### config.mk
export PLATFORM = sky130hd
export DESIGN_NAME = dual_interrupt_aggregator
export DESIGN_NICKNAME = d
export VERILOG_FILES = /design/src/common/irq_agg_pkg.sv /design/src/core/irq_agg_merge.sv /design/src/core/irq_agg_edge.sv /design/src/core/dual_interrupt_aggregator.sv
export SDC_FILE = /design/constraint.sdc
export NUM_CORES = 1
export LEC_CHECK = 0
export ABC_CLOCK_PERIOD_IN_PS = 3940
export BUFFER_PORTS_ARGS = -buffer_cell sky130_fd_sc_hd__buf_2
export CAP_MARGIN = 20
export CORE_UTILIZATION = 54
export CTS_BUF_LIST = sky130_fd_sc_hd__clkbuf_4 sky130_fd_sc_hd__clkbuf_8
export DETAILED_ROUTE_END_ITERATION = 10
export PLACE_DENSITY = 0.95
export SETUP_SLACK_MARGIN = 0.2
export SYNTH_ARGS = -nofsm -noshare
export SYNTH_HDL_FRONTEND = slang
export SYNTH_SLANG_ARGS = --single-unit
### constraint.sdc
create_clock -name MCLK -period 3.94 [get_ports MCLK]
set_input_delay 0.788 -clock MCLK [delete_from_list [all_inputs] [get_ports MCLK]]
set_output_delay 0.788 -clock MCLK [all_outputs]
set_load 0.02 [all_outputs]
### src/common/irq_agg_pkg.sv
// Overview of operation
// fourteen core interrupt sources in total
// two shared pairs leave twelve pending
// reset source also taken at power-up; the code takes it only when POWER_UP_CONTEXT_RESET is set
// route one to nine sources onto line two
// core mask enables core-side sources
// core raw and masked status registers
// one to five sources drive host pin
// host mask enables host-side sources
// host raw and masked status readable
// crypto and host bus events accepted
// line two edge or level; pin types fixed
// masked equals raw and mask; any asserts
// masks reset to all disabled
package irq_agg_pkg;
    localparam int CORE_SRCS = 9;
    localparam int HOST_SRCS = 5;
    localparam int VEC_COUNT = 12;
    // register offsets
    localparam logic [3:0] OFS_CORE_MASK   = 4'h0;
    localparam logic [3:0] OFS_CORE_RAW    = 4'h1;
    localparam logic [3:0] OFS_CORE_MSK_ST = 4'h2;
    localparam logic [3:0] OFS_HOST_MASK   = 4'h3;
    localparam logic [3:0] OFS_HOST_RAW    = 4'h4;
    localparam logic [3:0] OFS_HOST_MSK_ST = 4'h5;
    localparam logic [3:0] OFS_PENDING     = 4'h6;
    localparam logic [3:0] OFS_CONFIG      = 4'h7;
    localparam logic [3:0] OFS_IRQ_STAT    = 4'h8;
    localparam logic [3:0] OFS_IRQ_MASK    = 4'h9;
    // reset values
    localparam logic [8:0] CORE_MASK_RST = 9'h000;
    localparam logic [4:0] HOST_MASK_RST = 5'h00;
    localparam logic [1:0] CONFIG_RST    = 2'h0;
    localparam logic [2:0] IRQ_MASK_RST  = 3'h0;
    // pending vector bit positions
    localparam int VB_RESET = 0;
    localparam int VB_PWD   = 1;
    localparam int VB_S0TX  = 2;
    localparam int VB_S0RX  = 3;
    localparam int VB_BXFER = 4;
    localparam int VB_S1TX  = 5;
    localparam int VB_S1RX  = 6;
    localparam int VB_TIMER = 7;
    localparam int VB_LINE2 = 8;
    localparam int VB_LVL1  = 9;
    localparam int VB_LVL0  = 10;
    localparam int VB_EDGE  = 11;
    // config bits
    localparam int CFG_LINE2_EDGE = 0;
    localparam int CFG_S1_PINS    = 1;
    // internal sources travelling together
    typedef struct packed {
        logic power_down;
        logic s0_tx;
        logic s0_rx;
        logic bxfer;
        logic s1_tx;
        logic s1_rx;
        logic timer;
    } core_src_type;
    typedef struct packed {
        logic [3:0] addr;
        logic [15:0] wdata;
        logic        wr;
        logic        rd;
    } bus_req_type;
endpackage

### src/core/irq_agg_merge.sv
// one sub-controller: mask, raw and masked status, merged request
module irq_agg_merge #(
    parameter int N = 9
) (
    // sources and mask
    input  wire logic [N-1:0] raw,
    input  wire logic [N-1:0] mask,
    // results
    output logic [N-1:0] masked,
    output logic         any
);
    // masked status and or-merge
    assign masked = raw & mask;
    assign any    = |masked;
endmodule

### src/core/irq_agg_edge.sv
// rising edge detector producing a one-cycle pulse
module irq_agg_edge (
    // clock and reset
    input  wire logic clk,
    input  wire logic rst,
    // level in, pulse out
    input  wire logic lvl,
    output logic      pulse
);
    logic prev_r;
    // remember last level
    always_ff @(posedge clk or posedge rst)
    begin
        if (rst)
            prev_r <= 1'b0;
        else
            prev_r <= lvl;
    end
    assign pulse = lvl & ~prev_r;
endmodule

### src/core/dual_interrupt_aggregator.sv
// core interrupt set with two added sub-controllers
module dual_interrupt_aggregator (
    // clock and reset
    input  wire logic                        MCLK,
    input  wire logic                        RST,
    // power-up context reset and power-up strobe
    input  wire logic                        POWER_UP_CONTEXT_RESET,
    input  wire logic                        POWER_UP_EVENT,
    // internal core sources
    input  wire irq_agg_pkg::core_src_type   CORE_SRC,
    // added sources for the sub-controllers
    input  wire logic [irq_agg_pkg::CORE_SRCS-1:0] CORE_SIDE_EVENTS,
    input  wire logic [irq_agg_pkg::HOST_SRCS-1:0] HOST_SIDE_EVENTS,
    // external request pins, active low
    input  wire logic                        EXT_REQUEST_LINE_TWO_N,
    input  wire logic                        LEVEL_REQUEST_ZERO_N,
    input  wire logic                        LEVEL_REQUEST_ONE_N,
    input  wire logic                        EDGE_REQUEST_PIN_N,
    input  wire logic                        EXT_REQUEST_ZERO_N,
    input  wire logic                        EXT_REQUEST_ONE_N,
    // pending acknowledge from core, one bit per vector
    input  wire logic [irq_agg_pkg::VEC_COUNT-1:0] VEC_ACK,
    // register port
    input  wire logic [3:0]                  ADDR,
    input  wire logic [15:0]                 WDATA,
    input  wire logic                        WR,
    input  wire logic                        RD,
    output logic [15:0]                      RDATA,
    // outputs
    output logic [irq_agg_pkg::VEC_COUNT-1:0] PENDING,
    output logic                             HOST_INTERRUPT_OUTPUT_N,
    output logic                             IRQ
);
    logic [8:0]  core_side_source_mask_r;
    logic [4:0]  host_side_source_mask_r;
    logic [1:0]  config_r;
    logic [11:0] pend_r;
    logic [11:0] pend_nxt;
    logic [2:0]  irq_stat_r;
    logic [2:0]  irq_stat_nxt;
    logic [2:0]  irq_mask_r;
    logic [15:0] rdata_r;
    logic [15:0] rdata_nxt;
    logic        host_out_r;
    logic [8:0]  core_side_raw_status;
    logic [8:0]  core_side_masked_status;
    logic [4:0]  host_side_raw_status;
    logic [4:0]  host_side_masked_status;
    logic        core_any;
    logic        host_any;
    logic        line2_lvl;
    logic        line2_edge;
    logic        line2_req;
    logic        edge_pin_pulse;
    logic        s1_tx_shared;
    logic        s1_rx_shared;
    logic [11:0] vec_set;
    logic [2:0]  irq_events;
    logic        host_prev_r;
    logic        core_prev_r;

    // register port strobes
    wire wr_core_mask = WR && (ADDR == irq_agg_pkg::OFS_CORE_MASK);
    wire wr_host_mask = WR && (ADDR == irq_agg_pkg::OFS_HOST_MASK);
    wire wr_config    = WR && (ADDR == irq_agg_pkg::OFS_CONFIG);
    wire wr_irq_mask  = WR && (ADDR == irq_agg_pkg::OFS_IRQ_MASK);
    wire rd_irq_stat  = RD && (ADDR == irq_agg_pkg::OFS_IRQ_STAT);

    // sub-controller raw inputs from crypto and host bus events
    assign core_side_raw_status = CORE_SIDE_EVENTS;
    assign host_side_raw_status = HOST_SIDE_EVENTS;

    // core-side merge onto line two
    irq_agg_merge #(
        .N (irq_agg_pkg::CORE_SRCS)
    ) u_core_merge (
        .raw    (core_side_raw_status),
        .mask   (core_side_source_mask_r),
        .masked (core_side_masked_status),
        .any    (core_any)
    );

    // host-side merge onto host pin
    irq_agg_merge #(
        .N (irq_agg_pkg::HOST_SRCS)
    ) u_host_merge (
        .raw    (host_side_raw_status),
        .mask   (host_side_source_mask_r),
        .masked (host_side_masked_status),
        .any    (host_any)
    );

    // line two request: pin or aggregated sub-controller
    assign line2_lvl = ~EXT_REQUEST_LINE_TWO_N | core_any;

    irq_agg_edge u_line2_edge (
        .clk   (MCLK),
        .rst   (RST),
        .lvl   (line2_lvl),
        .pulse (line2_edge)
    );

    irq_agg_edge u_edge_pin (
        .clk   (MCLK),
        .rst   (RST),
        .lvl   (~EDGE_REQUEST_PIN_N),
        .pulse (edge_pin_pulse)
    );

    // line two sensitivity selectable
    assign line2_req = config_r[irq_agg_pkg::CFG_LINE2_EDGE] ? line2_edge
                                                              : line2_lvl;

    // serial port one vectors shared with request pins one and zero
    assign s1_tx_shared = config_r[irq_agg_pkg::CFG_S1_PINS] ? ~EXT_REQUEST_ONE_N
                                                              : CORE_SRC.s1_tx;
    assign s1_rx_shared = config_r[irq_agg_pkg::CFG_S1_PINS] ? ~EXT_REQUEST_ZERO_N
                                                              : CORE_SRC.s1_rx;

    // fourteen sources folded onto twelve vectors
    assign vec_set[irq_agg_pkg::VB_RESET] = POWER_UP_EVENT && POWER_UP_CONTEXT_RESET;
    assign vec_set[irq_agg_pkg::VB_PWD]   = CORE_SRC.power_down;
    assign vec_set[irq_agg_pkg::VB_S0TX]  = CORE_SRC.s0_tx;
    assign vec_set[irq_agg_pkg::VB_S0RX]  = CORE_SRC.s0_rx;
    assign vec_set[irq_agg_pkg::VB_BXFER] = CORE_SRC.bxfer;
    assign vec_set[irq_agg_pkg::VB_S1TX]  = s1_tx_shared;
    assign vec_set[irq_agg_pkg::VB_S1RX]  = s1_rx_shared;
    assign vec_set[irq_agg_pkg::VB_TIMER] = CORE_SRC.timer;
    assign vec_set[irq_agg_pkg::VB_LINE2] = line2_req;
    assign vec_set[irq_agg_pkg::VB_LVL1]  = ~LEVEL_REQUEST_ONE_N;
    assign vec_set[irq_agg_pkg::VB_LVL0]  = ~LEVEL_REQUEST_ZERO_N;
    assign vec_set[irq_agg_pkg::VB_EDGE]  = edge_pin_pulse;

    // pending latches: set wins over acknowledge
    assign pend_nxt = vec_set | (pend_r & ~VEC_ACK);

    // sticky event status: rising of core and host outputs, power-up reset
    assign irq_events = {vec_set[irq_agg_pkg::VB_RESET],
                         host_any & ~host_prev_r,
                         core_any & ~core_prev_r};
    assign irq_stat_nxt = irq_events | (rd_irq_stat ? 3'h0 : irq_stat_r);

    // read mux
    always_comb
    begin
        rdata_nxt = 16'h0000;
        case (ADDR)
            irq_agg_pkg::OFS_CORE_MASK:   rdata_nxt = {7'h00, core_side_source_mask_r};
            irq_agg_pkg::OFS_CORE_RAW:    rdata_nxt = {7'h00, core_side_raw_status};
            irq_agg_pkg::OFS_CORE_MSK_ST: rdata_nxt = {7'h00, core_side_masked_status};
            irq_agg_pkg::OFS_HOST_MASK:   rdata_nxt = {11'h000, host_side_source_mask_r};
            irq_agg_pkg::OFS_HOST_RAW:    rdata_nxt = {11'h000, host_side_raw_status};
            irq_agg_pkg::OFS_HOST_MSK_ST: rdata_nxt = {11'h000, host_side_masked_status};
            irq_agg_pkg::OFS_PENDING:     rdata_nxt = {4'h0, pend_r};
            irq_agg_pkg::OFS_CONFIG:      rdata_nxt = {14'h0000, config_r};
            irq_agg_pkg::OFS_IRQ_STAT:    rdata_nxt = {13'h0000, irq_stat_r};
            irq_agg_pkg::OFS_IRQ_MASK:    rdata_nxt = {13'h0000, irq_mask_r};
            default:                      rdata_nxt = 16'h0000;
        endcase
    end

    // writable registers
    always_ff @(posedge MCLK or posedge RST)
    begin
        if (RST)
        begin
            core_side_source_mask_r <= irq_agg_pkg::CORE_MASK_RST;
            host_side_source_mask_r <= irq_agg_pkg::HOST_MASK_RST;
            config_r                <= irq_agg_pkg::CONFIG_RST;
            irq_mask_r              <= irq_agg_pkg::IRQ_MASK_RST;
        end
        else
        begin
            if (wr_core_mask)
                core_side_source_mask_r <= WDATA[8:0];
            if (wr_host_mask)
                host_side_source_mask_r <= WDATA[4:0];
            if (wr_config)
                config_r <= WDATA[1:0];
            if (wr_irq_mask)
                irq_mask_r <= WDATA[2:0];
        end
    end

    // status, pending, read data and host pin
    always_ff @(posedge MCLK or posedge RST)
    begin
        if (RST)
        begin
            pend_r      <= 12'h000;
            irq_stat_r  <= 3'h0;
            rdata_r     <= 16'h0000;
            host_out_r  <= 1'b0;
            host_prev_r <= 1'b0;
            core_prev_r <= 1'b0;
        end
        else
        begin
            pend_r      <= pend_nxt;
            irq_stat_r  <= irq_stat_nxt;
            rdata_r     <= RD ? rdata_nxt : 16'h0000;
            host_out_r  <= host_any;
            host_prev_r <= host_any;
            core_prev_r <= core_any;
        end
    end

    // outputs
    assign PENDING                 = pend_r;
    assign RDATA                   = rdata_r;
    assign HOST_INTERRUPT_OUTPUT_N = ~host_out_r;
    assign IRQ                     = |(irq_stat_r & irq_mask_r);
endmodule

==> results.md, run 1 <==
- Layout cells sized above 1: 39.0%
- Die Wd: 69.1 um
- Leakage: 1.51 nW
- Tcrit/Tclk final: 53.2%
- First-pass GRT wire length: 9.39 mm
- Max-cap violation count: 0
- Total congestion overflow: 0
- Crit path kind: input pin to flip-flop
- Final nets: 372
- Leading cell type in the layout, fill and taps excluded: buf_2
- Hold-fix buffer count after cts: 0
- Crit path max-delay family: simple AND/OR/NAND/NOR gates
- Via Count: 2055
- Comb power frac: 21.3%
- Final Slew Violations: 0
- DR WL/cell: 15.9 um
- Seq cells post-synth: 50
- Total track usage: 25.2%
- Antenna viol nets, final: 0
- Mapped Area: 2430 um2
- Post-synth top flop: dfrtp_1
- Via density: 5.71
- FMAX: 0.477 GHz
- Dpl cells: 351
- Post-CTS setup repair buffer count: 0
- Switching power: 374 uW
- Worst slew pin tran: 0.782 ns
- Peak VDD IR: 291 uV
- Core Region: 4350 um2
- RSZ-0062 raised after global routing: no
- Ant diodes: 0
- Port bufs: 83
- EDFF count, synth: 0
- Asr flop ratio synth: 100%
- Net Sw Frac: 30.0%
- Critical path peak fanout: 21
- Netlist cell types: 40
- Final setup fails: 0
- H-tree depth: 2
- Clk root buf: clkbuf_8
- Worst EP required: 4.17 ns
- Wire length after detailed routing: 5.73 mm
- Worst stage delay on the critical path: 0.61 ns
- Final core occ: 68.6%
- Post-layout power: 1.24 mW
- Clock sinks: 50
- Clk_skew: 0.00592 ns
- Sequential share of power: 52.4%
- DRT Pass-1 Iters: 5
- Status: completed
- Yosys warns: 0
- Final critical-path required period: 2.10 ns
- Die height: 69.1 um
- Min-delay worst type: flip-flop to flip-flop
- Worst-path cell chain: buf_2 -> nand2b_1 -> nor3_1 -> a221oi_1 -> a21oi_1
- Post-CTS resize count: 0
- Clk_lat worst skew: 0.30 ns
- Avg Inst Size Synth: 10.9 um2
- Initial antenna violation count: 0
- Routability cong.: 0.947
- Row cnt: 24
- Detail Placement HPWL: 4.33 mm
- P per Cell Area: 417 nW/um2
- Syn Inst Count: 223
- CP arrival: 2.33 ns
- Most frequent cells in the layout: buf_2 (83), dfrtp_1 (50), mux2_2 (21)
- Slew margin rel.: 47.7%
- Vias in the first global route: 1995
- Clock power share: 26.3%
- Num CTS Buffers: 5
- CP max stage cell: nor3_1
- Largest net degree at the start of global routing: 51
- Initial Util: 55.8%
- Worst setup SP type: input pin
- Count of final hold-check violations: 0
- P_int: 871 uW
- Clk buf depth: 2
- Clock transition at the registers of the reported paths: 0.09 ns
- Fin Setup TNS: 0 ns
- Area growth syn-to-layout: 22.9%
- Post-Layout Cell Count: 360
- CTS tree: yes
- Initial DRC Count: 137
- Crit path capture type: flip-flop
- DRC Markers: 0
- Buffers and inverters on the worst path: 1
- Fraction of the yosys area taken by sequential cells: 51.5%
- # IOs: 95
- Full die area: 4770 um2
## power groups by stage
stage / registers (mW) / logic (mW) / clock network [mW]
global placement: 0.655 / 0.255 / 0
floorplan: 0.660 / 0.159 / 0
detailed placement: 0.661 / 0.263 / 0
CTS: 0.650 / 0.264 / 0.330
global route: 0.661 / 0.292 / 0.357
finish: 0.652 / 0.265 / 0.327
## path summary, 6_finish.rpt
check / start / end / slack, ns / cells past startpoint
max: ADDR[0] / RDATA[4]$_DFF_PP0_ / 1.84 / 5
min: u_edge_pin.prev_r$_DFF_PP0_ / PENDING[11]$_DFF_PP0_ / 0.46 / 1
max reg2reg: core_side_source_mask_r[2]$_DFFE_PP0P_ / PENDING[8]$_DFF_PP0_ / 2.44 / 5
min reg2reg: u_edge_pin.prev_r$_DFF_PP0_ / PENDING[11]$_DFF_PP0_ / 0.46 / 1
max in group asynchronous: RST / RDATA[0]$_DFF_PP0_ / 2.94 / 3
min in group asynchronous: RST / PENDING[8]$_DFF_PP0_ / 0.50 / 2
## cells by family (layout without fill, tap and decap cells)
logic type / after synthesis / in the layout / share of synthesized area [%]
other: 1 / 4 / 0.154
buffers and inverters: 28 / 110 / 5.25
and+or+nand+nor: 60 / 60 / 14.6
muxes: 25 / 25 / 11.4
DFF: 50 / 50 / 51.5
AOI/OAI and AO/OA: 59 / 59 / 17.1
## Yosys cell counts, drive strengths merged, types with 2 or more instances
master,n,area [um2]
a21o,7,52.6
a21oi,10,50.1
a221oi,2,17.5
a22o,3,26.3
a22oi,12,90.1
a32oi,6,52.6
and3,3,18.8
buf,10,60.1
dfrtp,50,1250
inv,18,67.6
mux2,21,236
mux2i,4,40.0
nand2,19,78.8
nand2b,5,31.3
nand3,7,35.0
nand3b,2,15.0
nand4b,2,17.5
nor2,7,26.3
nor2b,5,31.3
nor3,2,15.0
nor4,2,27.5
nor4b,2,23.8
o21ai,11,55.1
o32ai,2,17.5
## worst register-to-register path: cells and delay by family (launching register included)
| kind | cells | cell delay (ns) |
|---|---|---|
| AO/OA/AOI/OAI | 2 | 0.53 |
| buffers and inverters | 1 | 0.10 |
| flip-flops | 1 | 0.40 |
| AND/OR/NAND/NOR | 2 | 0.36 |
## layout make-up
type | instances | area, um2
multi-input cells | 148 | 1060
flip-flops and latches | 50 | 1250
repair buffers | 84 | 435
inverters | 18 | 67.6
fillers | 336 | 1370
clock inverters | 1 | 8.76
well taps | 52 | 65.1
clock buffers | 7 | 96.3
## metrics by stage
step | area (um2) | hold slack [ns] | setup slack, ns
final | 2990 | 0.465 | 1.84
after global routing | 2990 | 0.493 | 1.74
after CTS | 2970 | 0.470 | 1.86
after detailed placement | 2860 | 0.457 | 1.61
after global placement | 2860 | 0.417 | 1.58
after floorplan | 2440 | 0.409 | 1.95
## routing by layer
metal / vias up / GRT usage (%) / routed length, um
met1: 980 / 34.2 / 2490
li1: 968 / - / -
met3: 13 / 4.97 / 380
met4: 0 / 9.98 / 116
met5: - / 0 / 0
met2: 94 / 40.0 / 2750
## flip-flops by register name (all words and copies together), names as in the netlist
signal and flops:
u_line2_edge.prev_r 1, RDATA 12, host_side_source_mask_r 5, config_r 2, u_edge_pin.prev_r 1, core_prev_r 1
core_side_source_mask_r 9, PENDING 12, host_prev_r 1, irq_mask_r 3, irq_stat_r 3
Power figures use the tool's default switching activity.
==> run 2: changes to the inputs <==
ABC_CLOCK_PERIOD_IN_PS = 1710   (was 3940)
CORE_UTILIZATION = 45   (was 54)
PLACE_DENSITY = 0.87   (was 0.95)
clock period = 1.71 ns   (was 3.94 ns; I/O delays follow)
==> run 2 against run 1 <==
Utilization shrank 7.5 points; worst hold slack got worse by 0.38 ns; total power grew 140%; critical path depth down 2; cell count up 9.4%; sequential cell count unchanged; sequential power increased by 130%; via count grew 4.2%; first-iteration DRC count decreased by 15%; sequential share of layout area shrank 2.1 points; clock-buffer cell count down 1; register-to-register slack got worse by 2.1 ns; highest routed layer unchanged.
==> results.md, run 2 (same netlist as run 1, synthesis figures left out) <==
- Worst-path cell chain: a222oi_1 -> inv_1 -> buf_2
- Min-delay worst type: input pin to async pin
- Reg2Reg Depth: 5 (unchanged)
- Stages on worst setup path: 3 (-2)
- Via Count: 2142 (+4.2%)
- Die Wd: 75.5 um (+9.3%)
- Final setup fails: 0 (unchanged)
- RSZ-0062 raised after global routing: yes
- Crit path capture type: output port
- Leading cell type in the layout, fill and taps excluded: buf_2
- Flop2flop setup slack: 0.30 ns (-2.14 ns)
- Initial Util: 47.3% (-8.5 points)
- Fin Setup TNS: 0 ns (unchanged)
- Full die area: 5700 um2 (+19%)
- Max-cap violation count: 0 (unchanged)
- Buffers and inverters on the worst path: 2 (+1)
- CP arrival: 1.24 ns (-1.09 ns)
- Largest net degree at the start of global routing: 51 (unchanged)
- Port bufs: 83 (unchanged)
- Leakage: 1.58 nW (+5.0%)
- Crit path kind: flip-flop to output port
- Tcrit/Tclk final: 92.6%
- Num CTS Buffers: 5 (unchanged)
- Core Region: 5140 um2 (+18%)
- Worst stage delay on the critical path: 0.39 ns (-0.22 ns)
- Worst setup SP type: flip-flop
- Initial antenna violation count: 0 (unchanged)
- Vias in the first global route: 1984 (-0.55%)
- Hold-fix buffer count after cts: 0 (unchanged)
- Detail Placement HPWL: 4.78 mm (+10%)
- Wire length after detailed routing: 6.14 mm (+7.1%)
- Clk_skew: 0.00278 ns (-0.00314 ns)
- Post-Layout Cell Count: 394 (+9.4%)
- Area growth syn-to-layout: 29.3%
- DRC Markers: 0 (unchanged)
- Worst EP required: 1.37 ns (-2.80 ns)
- Dpl cells: 384 (+9.4%)
- Final Slew Violations: 0 (unchanged)
- Via density: 5.44 (-4.8%)
- P per Cell Area: 952 nW/um2 (+130%)
- Clock sinks: 50 (unchanged)
- CTS tree: yes
- Most frequent cells in the layout: buf_2 (83), dfrtp_1 (50), mux2_2 (21)
- Total congestion overflow: 0 (unchanged)
- DR WL/cell: 15.6 um (-2.1%)
- Crit path max-delay family: flip-flops
- Status: completed
- Final setup margin: 0.126 ns (-1.72 ns)
- Clock transition at the registers of the reported paths: 0.09 ns (about the same)
- CP max stage cell: dfrtp_1
- Die height: 75.5 um (+9.3%)
- Row cnt: 26 (+8.3%)
- First-pass GRT wire length: 9.39 mm (unchanged)
- H-tree depth: 2 (unchanged)
- Layout cells sized above 1: 42.0% (+3.0 points)
- Final nets: 388 (+4.3%)
- Initial DRC Count: 116 (-15%)
- Clk_lat worst skew: 0.30 ns (about the same)
- # IOs: 95 (unchanged)
- Worst slew pin tran: 0.654 ns (-0.128 ns)
- DRT Pass-1 Iters: 4 (-1)
- Peak VDD IR: 569 uV (+95%)
- Clk root buf: clkbuf_8
- Final critical-path required period: 1.58 ns
- Total track usage: 22.8% (-2.4 points)
- Post-CTS resize count: 0 (unchanged)
- Count of final hold-check violations: 0 (unchanged)
- Fillcell total: 440 (+31%)
- Slew margin rel.: 56.0% (+8.3 points)
- Clk buf depth: 2 (unchanged)
- Dpl ws: 0.0387 ns (-1.57 ns)
- Critical path peak fanout: 2 (-90%)
- FMAX: 0.631 GHz
- Ant diodes: 0 (unchanged)
- Antenna viol nets, final: 0 (unchanged)
- Routability cong.: 0.899 (-5.1%)
- Final core occ: 61.1% (-7.5 points)
[run 2: cell count changes in the layout (fill, tap and decap cells not counted)]
cell / change
clkinv_4: -1
clkinvlp_4: +2
buf_4: +16
clkbuf_4: +1
inv_2: -1
bufinv_16: +1
clkbuf_8: -2
[run 2: area by class of cell]
type	count	area, um2	area share (%)
Timing Repair Buffer	100	556	17.7
Inverter	18	71.3	2.27
Clock inverter	2	37.5	1.19
Multi-Input combinational cell	148	1060	33.8
Clock buffer	6	76.3	2.43
Tap cell	70	87.6	2.79
Sequential cell	50	1250	39.8
[run 2: worst paths after layout]
kind	start	end
worst max-delay path	irq_mask_r[2]$_DFFE_PP0P_	IRQ
min in group MCLK	EDGE_REQUEST_PIN_N	u_edge_pin.prev_r$_DFF_PP0_
worst min register to register	u_edge_pin.prev_r$_DFF_PP0_	PENDING[11]$_DFF_PP0_
worst max register to register	core_side_source_mask_r[1]$_DFFE_PP0P_	PENDING[8]$_DFF_PP0_
worst min-delay path	RST	PENDING[3]$_DFF_PP0_
max in group asynchronous	RST	irq_stat_r[2]$_DFF_PP0_
[run 2: repair_timing]
item                                    4_1_cts  5_1_grt
cloned                                        0        0
pin swaps                                     1        0
endpoints found under the setup margin        1        1
setup buffers                                 2        0
[run 2: routing by layer]
metal  up-vias  part of all wire, %  routed length [um]  GRT usage [%]
met5         -                    0                   0              0
met4         0                  2.2                 136           11.1
met3        11                  5.7                 350           4.10
met2        90                   49                2980           37.7
met1      1036                   43                2670           29.1
li1       1005                    -                   -              -
[run 2: report_power, final]
group,internal (mW),switching (mW)
clock,0.452,0.378
combinational,0.318,0.340
sequential,1.35,0.152
total,2.12,0.869
[run 2: tightest hold or removal path: cells and delay by family]
family / cells / cell delay [ns]
buf+inv: 3 / 0.43
[run 2: per-stage QoR]
stage	hold WS (ns)	power (mW)	cell area [um2]
final	0.0874	2.99	3140
after global routing	0.0965	3.15	3140
after CTS	0.0961	3.01	3140
after detailed placement	0.424	2.17	3010
after global placement	0.414	2.14	3010
after floorplan	0.384	1.89	2440
